<file path="src/common/ppm_pkg.sv">
// Constants shared by the port pin override mux block
package ppm_pkg;
   localparam int          PIN_COUNT         = 8;
   // Register byte addresses on the AHB-Lite slave
   localparam logic [11:0] MISC_CTRL_ADDR    = 12'h000;
   localparam logic [11:0] PORT_LATCH_ADDR   = 12'h004;
   localparam logic [11:0] PORT_DIR_ADDR     = 12'h008;
   localparam logic [11:0] PORT_INPUT_ADDR   = 12'h00C;
   localparam logic [11:0] XMEM_CTRL_ADDR    = 12'h010;
   localparam logic [11:0] PCHG_MASK_ADDR    = 12'h014;
   // Field positions
   localparam int          PULLUP_OFF_BIT    = 2;
   localparam int          XMEM_ENABLE_BIT   = 0;
   localparam int          PCHG_GROUP_BIT    = 1;
   // Reset values
   localparam logic [7:0]  MISC_CTRL_RESET   = 8'h00;
   localparam logic [7:0]  PORT_REG_RESET    = 8'h00;
   localparam logic [1:0]  XMEM_CTRL_RESET   = 2'h0;
   // AHB codes
   localparam logic [1:0]  HTRANS_NONSEQ     = 2'h2;
   localparam logic [1:0]  HTRANS_SEQ        = 2'h3;
   localparam logic [2:0]  HSIZE_WORD        = 3'h2;
endpackage

</file>
<file path="src/ppm_pin_sync.sv">
// Two-stage input synchroniser for the pin read path
`timescale 1ns/1ps
module ppm_pin_sync (
   input  wire logic       clk_sys_i,
   input  wire logic       reset_i,
   input  wire logic [7:0] pin_raw_i,
   output logic      [7:0] pin_sync_o
);
   logic [7:0] stage1_reg;

   // First stage is read only by the second stage
   always_ff @(posedge clk_sys_i) begin
      if (reset_i) begin
         stage1_reg <= ppm_pkg::PORT_REG_RESET;
         pin_sync_o <= ppm_pkg::PORT_REG_RESET;
      end else begin
         stage1_reg <= pin_raw_i;
         pin_sync_o <= stage1_reg;
      end
   end
endmodule

</file>
<file path="src/ppm_top.sv">
// Port A pin override mux with AHB-Lite register slave
`timescale 1ns/1ps

// Overview of operation
// - Override enable selects pull-up value, else pull-up when dir/latch/off = 010
// - Pull-up override ignores direction and global off bits, but its value uses the latch bit
// - Direction override enable selects driver enable, else software direction bit
// - Direction override value one drives, zero releases, direction bit ignored
// - Driven level is override level when enabled, else output latch bit
// - Input buffer enable follows override value, else normal/sleep state
// - Function input taken unsynchronised; receivers synchronise unless used as clock
// - Global pull-up off bit 2 disables every pull-up not under override
// - Misc control register eight bits, all read/write, resets to zero
// - External memory enable overrides Port A pull-up, direction, value
// - Drive address in address phase else data gated by write strobe
// - Input override enable is group enable AND pin mask, value one
// - Pin input feeds bus data input and pin-change line; no analog link
// - No override: dir0 latch0 hi-Z, latch1 pull-up unless off bit 2 set, dir1 drives latch
// - Software pin reads pass a two-stage synchroniser on system clock
module ppm_top (
   input  wire logic        clk_sys_i,
   input  wire logic        reset_i,
   // AHB-Lite slave
   input  wire logic        hsel_i,
   input  wire logic [31:0] haddr_i,
   input  wire logic [1:0]  htrans_i,
   input  wire logic        hwrite_i,
   input  wire logic [2:0]  hsize_i,
   input  wire logic [31:0] hwdata_i,
   input  wire logic        hready_i,
   output logic      [31:0] hrdata_o,
   output logic             hreadyout_o,
   output logic             hresp_o,
   // Processor sleep state
   input  wire logic        sleep_i,
   // External memory interface side
   input  wire logic        address_phase_i,
   input  wire logic        write_strobe_i,
   input  wire logic [7:0]  xmem_addr_low_i,
   input  wire logic [7:0]  xmem_data_out_i,
   output logic      [7:0]  xmem_data_in_o,
   // Pin-change controller side
   output logic      [7:0]  pin_change_line_o,
   // Pads
   input  wire logic [7:0]  pad_in_i,
   output logic      [7:0]  pad_out_o,
   output logic      [7:0]  pad_oe_o,
   output logic      [7:0]  pad_pullup_o,
   output logic      [7:0]  pad_input_enable_o,
   // Raw function input
   output logic      [7:0]  pin_input_to_function_o
);
   // Register state
   logic [7:0]  port_misc_control_reg;
   logic [7:0]  pin_output_latch_reg;
   logic [7:0]  pin_direction_reg;
   logic [7:0]  pin_change_mask_reg;
   logic [1:0]  xmem_ctrl_reg;
   logic [7:0]  pin_input_sync_bit;
   // Bus data phase state
   logic        wr_pending_reg;
   logic [11:0] wr_addr_reg;
   logic [31:0] hrdata_reg;
   logic        access_ok;
   logic [31:0] read_value;
   // Override signals
   logic        pullup_global_off;
   logic        external_memory_enable;
   logic        pin_change_group_enable;
   logic [7:0]  pullup_override_enable;
   logic [7:0]  pullup_override_value;
   logic [7:0]  dir_override_enable;
   logic [7:0]  dir_override_value;
   logic [7:0]  value_override_enable;
   logic [7:0]  value_override_level;
   logic [7:0]  input_enable_override_enable;
   logic [7:0]  input_enable_override_value;
   logic [7:0]  pin_input_to_function;

   // Register reads, unmapped offsets answer zero
   function automatic logic [31:0] reg_read(input logic [11:0] addr);
      logic [31:0] v;
      v = 32'h0000_0000;
      unique case (addr)
         ppm_pkg::MISC_CTRL_ADDR:  v = {24'h00_0000, port_misc_control_reg};
         ppm_pkg::PORT_LATCH_ADDR: v = {24'h00_0000, pin_output_latch_reg};
         ppm_pkg::PORT_DIR_ADDR:   v = {24'h00_0000, pin_direction_reg};
         ppm_pkg::PORT_INPUT_ADDR: v = {24'h00_0000, pin_input_sync_bit};
         ppm_pkg::XMEM_CTRL_ADDR:  v = {30'h0000_0000, xmem_ctrl_reg};
         ppm_pkg::PCHG_MASK_ADDR:  v = {24'h00_0000, pin_change_mask_reg};
         default:                  v = 32'h0000_0000;
      endcase
      return v;
   endfunction

   // Zero wait state slave, always OKAY
   assign hreadyout_o = 1'b1;
   assign hresp_o     = 1'b0;
   assign hrdata_o    = hrdata_reg;
   assign access_ok   = hsel_i && hready_i && htrans_i[1];
   assign read_value  = reg_read(haddr_i[11:0]);

   // Address phase capture; read data loaded for the data phase
   always_ff @(posedge clk_sys_i) begin
      if (reset_i) begin
         wr_pending_reg <= 1'b0;
         wr_addr_reg    <= 12'h000;
         hrdata_reg     <= 32'h0000_0000;
      end else begin
         wr_pending_reg <= access_ok && hwrite_i;
         if (access_ok) begin
            wr_addr_reg <= haddr_i[11:0];
         end
         if (access_ok && !hwrite_i) begin
            hrdata_reg <= read_value;
         end
      end
   end

   // Misc control register, every bit read/write
   always_ff @(posedge clk_sys_i) begin
      if (reset_i) begin
         port_misc_control_reg <= ppm_pkg::MISC_CTRL_RESET;
      end else if (wr_pending_reg && wr_addr_reg == ppm_pkg::MISC_CTRL_ADDR) begin
         port_misc_control_reg <= hwdata_i[7:0];
      end
   end

   // Port latch, direction, mask and memory control registers
   always_ff @(posedge clk_sys_i) begin
      if (reset_i) begin
         pin_output_latch_reg <= ppm_pkg::PORT_REG_RESET;
         pin_direction_reg    <= ppm_pkg::PORT_REG_RESET;
         pin_change_mask_reg  <= ppm_pkg::PORT_REG_RESET;
         xmem_ctrl_reg        <= ppm_pkg::XMEM_CTRL_RESET;
      end else if (wr_pending_reg) begin
         unique case (wr_addr_reg)
            ppm_pkg::PORT_LATCH_ADDR: pin_output_latch_reg <= hwdata_i[7:0];
            ppm_pkg::PORT_DIR_ADDR:   pin_direction_reg    <= hwdata_i[7:0];
            ppm_pkg::PCHG_MASK_ADDR:  pin_change_mask_reg  <= hwdata_i[7:0];
            ppm_pkg::XMEM_CTRL_ADDR:  xmem_ctrl_reg        <= hwdata_i[1:0];
            default: ;
         endcase
      end
   end

   assign pullup_global_off       = port_misc_control_reg[ppm_pkg::PULLUP_OFF_BIT];
   assign external_memory_enable  = xmem_ctrl_reg[ppm_pkg::XMEM_ENABLE_BIT];
   assign pin_change_group_enable = xmem_ctrl_reg[ppm_pkg::PCHG_GROUP_BIT];

   // Port A overrides from the external bus and pin-change logic
   always_comb begin
      for (int i = 0; i < ppm_pkg::PIN_COUNT; i++) begin
         pullup_override_enable[i] = external_memory_enable;
         dir_override_enable[i]    = external_memory_enable;
         value_override_enable[i]  = external_memory_enable;
         pullup_override_value[i]  = !(write_strobe_i || address_phase_i)
                                     && pin_output_latch_reg[i];
         dir_override_value[i]     = write_strobe_i || address_phase_i;
         value_override_level[i]   = address_phase_i ? xmem_addr_low_i[i]
                                     : (xmem_data_out_i[i] && write_strobe_i);
         input_enable_override_enable[i] = pin_change_group_enable
                                           && pin_change_mask_reg[i];
         input_enable_override_value[i]  = 1'b1;
      end
   end

   // Generic pin mux; combinational so the pad follows in the same cycle
   always_comb begin
      for (int i = 0; i < ppm_pkg::PIN_COUNT; i++) begin
         pad_pullup_o[i] = pullup_override_enable[i] ? pullup_override_value[i]
                           : (!pin_direction_reg[i] && pin_output_latch_reg[i]
                              && !pullup_global_off);
         pad_oe_o[i]     = dir_override_enable[i] ? dir_override_value[i]
                           : pin_direction_reg[i];
         pad_out_o[i]    = value_override_enable[i] ? value_override_level[i]
                           : pin_output_latch_reg[i];
         pad_input_enable_o[i] = input_enable_override_enable[i]
                                 ? input_enable_override_value[i]
                                 : !sleep_i;
         // Clamped input when the buffer is disabled
         pin_input_to_function[i] = pad_in_i[i] && pad_input_enable_o[i];
      end
   end

   // Function input is raw; receivers must synchronise it themselves
   assign pin_input_to_function_o = pin_input_to_function;
   assign xmem_data_in_o          = pin_input_to_function;
   assign pin_change_line_o       = pin_input_to_function;

   // Software read path through synchroniser
   ppm_pin_sync u_sync (
      .clk_sys_i  (clk_sys_i),
      .reset_i    (reset_i),
      .pin_raw_i  (pin_input_to_function),
      .pin_sync_o (pin_input_sync_bit)
   );

   // Port A has no analog link; pass-through not present on these pins
endmodule

</file>
<file path="config.mk">
export PLATFORM = sky130hd
export DESIGN_NAME = ppm_top
export DESIGN_NICKNAME = d
export VERILOG_FILES = /design/src/common/ppm_pkg.sv /design/src/ppm_pin_sync.sv /design/src/ppm_top.sv
export SDC_FILE = /design/constraint.sdc
export NUM_CORES = 1
export LEC_CHECK = 0
export BUFFER_PORTS_ARGS = -buffer_cell sky130_fd_sc_hd__buf_2
export CAP_MARGIN = 10
export CORE_MARGIN = 2
export CORE_UTILIZATION = 35
export CTS_CLUSTER_SIZE = 20
export DETAILED_ROUTE_END_ITERATION = 6
export MAX_ROUTING_LAYER = met4
export PLACE_DENSITY = 0.68
export SYNTH_ARGS = -nofsm -noshare
export SYNTH_HDL_FRONTEND = slang
export SYNTH_SLANG_ARGS = --single-unit
</file>
<file path="constraint.sdc">
create_clock -name clk_sys_i -period 1.9 [get_ports clk_sys_i]
set_input_delay 0.285 -clock clk_sys_i [delete_from_list [all_inputs] [get_ports clk_sys_i]]
set_output_delay 0.285 -clock clk_sys_i [all_outputs]
set_load 0.005 [all_outputs]
</file>
* Yosys cells after proc, flatten, opt, wreduce, memory -nomap -nowiden
Cells that the tools add are included.
** Storage, ports and cells
- Flip-flop bits (word level) :: 95
- Input port bits :: 101
- Output and inout bits :: 90
- Word-level logic and storage cells :: 132
** Cells by class
- Equal/unequal tests :: 9
- Multiplexer cells :: 41
- Reduce and logical (&&, ||, !) cells :: 72
** Operators by type and width (count)
- $logic_and A1 B1 Y1 :: 53
- $eq A12 B5 Y1 const B :: 4
- $pmux W8 S6 :: 1
- $mux W1 :: 40
- $eq A12 B4 Y1 const B :: 3
- $eq A12 B3 Y1 const B :: 2
- $logic_not A12 Y1 :: 2
- $logic_not A1 Y1 :: 12
- $reduce_and A2 Y1 :: 4
- $logic_or A1 B1 Y1 :: 1

* Depth between registers and ports, before layout
- Depth in word-level cells :: 4
- Mapped depth :: 6
- Gate-level depth less buffers :: 4

* Modules after synthesis
A second synthesis with hierarchy kept.
** Unflattened totals
- Cells, all modules :: 416
- Area, all modules :: 3622.2 µm²
** Modules (own cells, without submodules)
- ppm_top :: times used 1, cells each 383, area each 3158.0 µm², sequential area each 1101.1 µm²
- ppm_pin_sync :: times used 1, cells each 33, area each 464.2 µm², sequential area each 320.3 µm²

* Least setup slack after synthesis
Ideal clock, no wire load.
- Path kind :: register -> output
- Start point :: reg xmem_ctrl_reg[0]
- End point :: out pad_pullup_o[0]
- Arrival :: 1.403 ns
- Data required time :: 1.615 ns
- Slack :: 0.212 ns
- Stages on the path, launching flop included :: 5
- Path buffers :: 1
- Cell sequence :: dfxtp_1 > clkbuf_1 > nor3b_1 > nor2_1 > nor2_1
** Between the ends
- Word-level cells in the longest chain between the ends :: 1
** Ends and longest elaborated chain
- start, declared :: line ppm_top.sv:58 : logic [1:0] xmem_ctrl_reg;
- start signal, assigned :: line ppm_top.sv:135 : xmem_ctrl_reg <= ppm_pkg::XMEM_CTRL_RESET;
- start signal, assigned :: line ppm_top.sv:141 : ppm_pkg::XMEM_CTRL_ADDR: xmem_ctrl_reg <= hwdata_i[1:0];
- $mux W1 :: line ppm_top.sv:171 : pad_pullup_o[i] = pullup_override_enable[i] ? pullup_override_value[i]
- end, declared :: line ppm_top.sv:48 : output logic [7:0] pad_pullup_o,
Every way passes these cells.

* Worst setup path in the final report
- Start point :: reg wr_addr_reg[8]
- End point :: reg port_misc_control_reg[1]
** Between the ends
- Word-level cells in the longest chain between the ends :: 2
** Ends and longest elaborated chain
- start, declared :: line ppm_top.sv:62 : logic [11:0] wr_addr_reg;
- start signal, assigned :: line ppm_top.sv:112 : wr_addr_reg <= haddr_i[11:0];
- $logic_not A12 Y1 :: line ppm_top.sv:124 : end else if (wr_pending_reg && wr_addr_reg == ppm_pkg::MISC_CTRL_ADDR) begin
- $logic_and A1 B1 Y1 :: line ppm_top.sv:124
- end signal, assigned :: line ppm_top.sv:123 : port_misc_control_reg <= ppm_pkg::MISC_CTRL_RESET;
- end signal, assigned :: line ppm_top.sv:125 : port_misc_control_reg <= hwdata_i[7:0];
- end, declared :: line ppm_top.sv:54 : logic [7:0] port_misc_control_reg;
Every way passes these cells.
A chain may end at the register's enable or synchronous reset.

==> metrics.txt <==
outcome=finished clean; via count=approximately 3,000; Die H=105 um; Die Area=between 0.01 and 0.015 mm^2; Post-synth EDFFs=0; worst hold start=haddr_i[8]; Crit Reg-Reg Endpoint=port_misc_control_reg[1]$_SDFFE_PP0P_; R2R Setup Slk=approximately 160 ps; setup_tns=0 ps; power share of the sequential group=about half; Net Sw Power=734 uW; Clock Power Share=between 40% and 50%; Worst Clk Skew=12.0 ps; RSZ-0062 raised after global routing=false; number of global-route vias before repair=2,875; CP required=approximately 2100 ps; Buffers on Ports=116; Synth cell types=36; Post-Synthesis Cells=around 410; Final Hold Slack=194 ps; Synth Cell Area=~0.0036 mm^2; worst skew pair latency=~340 ps; H-Tree Depth=3; Critical Path Start Type=register; hold path cells=3; #FFs+latches synth=71; initial antenna violation count=1; f_max=between 500 and 600 MHz; Syn Area/Cell=a little under 9 um^2; Final Hold Vio Count=0; max FFs per register=12; drt initial violations=a little under 300; register area share after synthesis=around 40%; global route overflow=0; Nets=between 600 and 700; CTS Sinks=between 70 and 80; maxcap violations=0; CP Class=reg -> reg; combinational share of power=under 10%; GPL Wtd Cong=around 0.8; GRT Total Usage=approximately 16%; std cell rows=36; Leakage=2.08 nW; DPL Wire Length=roughly 6700 um; Finished Layout Cells=648; top_reg_cell synth=dfxtp_1; total wire length=8630 um; crit end category=register; share of layout cells above drive strength 1=about 31%; Reg clk slew, reported paths=80 ps; DR vias/cell=4.71; max-slew violations=0; r2r startpoint=wr_addr_reg[8]$_SDFFE_PP0P_; Peak VDD IR=between 300 and 400 uV; Initial Util=36.3%; R2R depth=5; number of CTS-inserted buffers=9; Top Ports=between 150 and 200; antenna-violating nets left=0; CP arrival=just under 2000 ps; Crit Path Max Fanout=8; # DRC=0; # Post-CTS Setup Buffers=0; pin count of the biggest net entering global routing=35; clock root cell=clkbuf_8; Ys Warns=0; worst hold path class=in -> reg; drt pass-1 iters=4; dpl cells=roughly 630; Longest Clk Path Bufs=2; min Tclk post-route=~1700 ps; ys async rst share=0%; Final setup viols=0; hold worst-path end=wr_addr_reg[8]$_SDFFE_PP0P_; routed length per instance=around 13 um; Power Dens Cells=~700 mW/mm^2; first-pass GRT wire length=~14,000 um; sw frac=24.4%; Synth-to-Final Area Change=20.4%; CTS tree=built; Int Power=~2.3 mW; Die X=~100 um; period utilization=approximately nine tenths; core area=~0.0098 mm^2
==> cell usage after synthesis, drive strengths merged, types with 2 or more instances <==
master,number,share of area [%]
o21ai,2,0.28
buf,51,10
mux4,4,2.5
conb,2,0.21
mux2,2,0.63
clkbuf,14,1.5
nor4,4,1.5
a211oi,2,0.56
nand2,48,5.1
and2,8,1.4
o2bb2ai,8,2.0
a22oi,16,3.4
a21oi,21,3.0
nand4,4,1.2
nor3,2,0.28
a22o,4,0.98
nor2b,21,3.7
nor2,71,7.5
mux2i,38,11
nor3b,5,1.1
or4,2,0.63
dfxtp,71,40
nand3,4,0.56
==> layout by cell type, fill, tap and decap left out, types with 2 or more instances in the layout <==
cell type / instances
nand3_1: 4
mux2i_1: 38
o2bb2ai_1: 8
nand2_1: 48
conb_1: 26
mux2_2: 2
mux4_2: 4
nand4_2: 3
clkinvlp_4: 2
buf_2: 116
clkbuf_8: 10
o21ai_0: 2
nor2_1: 71
a22oi_1: 16
a21oi_1: 21
a22o_1: 4
or4_4: 2
nor3b_1: 5
and2_1: 8
nor4_2: 2
buf_4: 12
dfxtp_1: 70
nor3_1: 2
inv_6: 2
nor2b_1: 21
==> per-layer routing <==
metal	up-vias	share of wire [%]	global-route usage [%]
met5	-	0	-
met4	0	1.8	6.38
met3	12	6.0	2.12
met2	131	45	26.4
met1	1386	47	20.6
li1	1526	-	-
==> area by class of cell <==
type / instances / area [um^2]
clock buffer: 10 / 138
multi-input combinational: 298 / 1820
timing repair buffer: 128 / 671
antenna: 1 / 2.50
clock inverter: 6 / 67.6
tap: 133 / 166
inverter: 1 / 3.75
sequential: 71 / 1420
fill: 972 / 5530
==> how the worst max path moves through the flow <==
stage                                        from                               endpoint  cells after the start
floorplan           xmem_ctrl_reg[0]$_SDFFE_PP0P_                        pad_pullup_o[0]                      4
global placement                       haddr_i[1]               hrdata_o[0]$_SDFFE_PP0P_                      5
detailed placement                     haddr_i[1]               hrdata_o[0]$_SDFFE_PP0P_                      5
CTS                 xmem_ctrl_reg[0]$_SDFFE_PP0P_                        pad_pullup_o[7]                      5
global route        xmem_ctrl_reg[0]$_SDFFE_PP0P_                        pad_pullup_o[4]                      5
finish                wr_addr_reg[8]$_SDFFE_PP0P_  port_misc_control_reg[1]$_SDFFE_PP0P_                      5
==> worst max-delay path, stage by stage (launching register included) <==
cell,delay [ps]
dfxtp_1,330
nor4b_2,410
buf_4,210
nand4_2,330
mux2i_1,300
nor2_1,50
==> stage by stage <==
step | power [mW] | util [%] | worst slack, ps | area, um^2
after CTS | 3.05 | 43.6 | 61.8 | 4290
after global placement | 1.82 | 41.6 | 133 | 4080
final | 3.01 | 43.7 | 158 | 4290
after global routing | 3.15 | 43.7 | 35.9 | 4290
after floorplan | 1.76 | - | 212 | 3650
after detailed placement | 1.83 | 41.6 | 94.8 | 4080
==> logic make-up (layout without fill, tap and decap cells) <==
kind of cell,Yosys count,count (layout),share of synthesized area [%]
simple gates,175,175,24.3
flops,71,71,39.9
other cells,2,27,0.211
buf+inv,66,145,11.6
compound gates,53,53,10.1
mux,44,44,13.8
==> power groups by stage <==
stage / sequential, mW / combinational (mW) / clock [mW]
floorplan: 1.55 / 0.209 / 0
global placement: 1.56 / 0.267 / 0
detailed placement: 1.56 / 0.273 / 0
CTS: 1.52 / 0.275 / 1.25
global route: 1.52 / 0.306 / 1.32
finish: 1.52 / 0.273 / 1.22
==> repair_timing <==
item                                    in CTS  in global routing
endpoints found under the setup margin       0                  8
hold buffers                                 0                  0
resized for setup                            0                  1
Note: power is estimated with default switching activity, not from simulation.
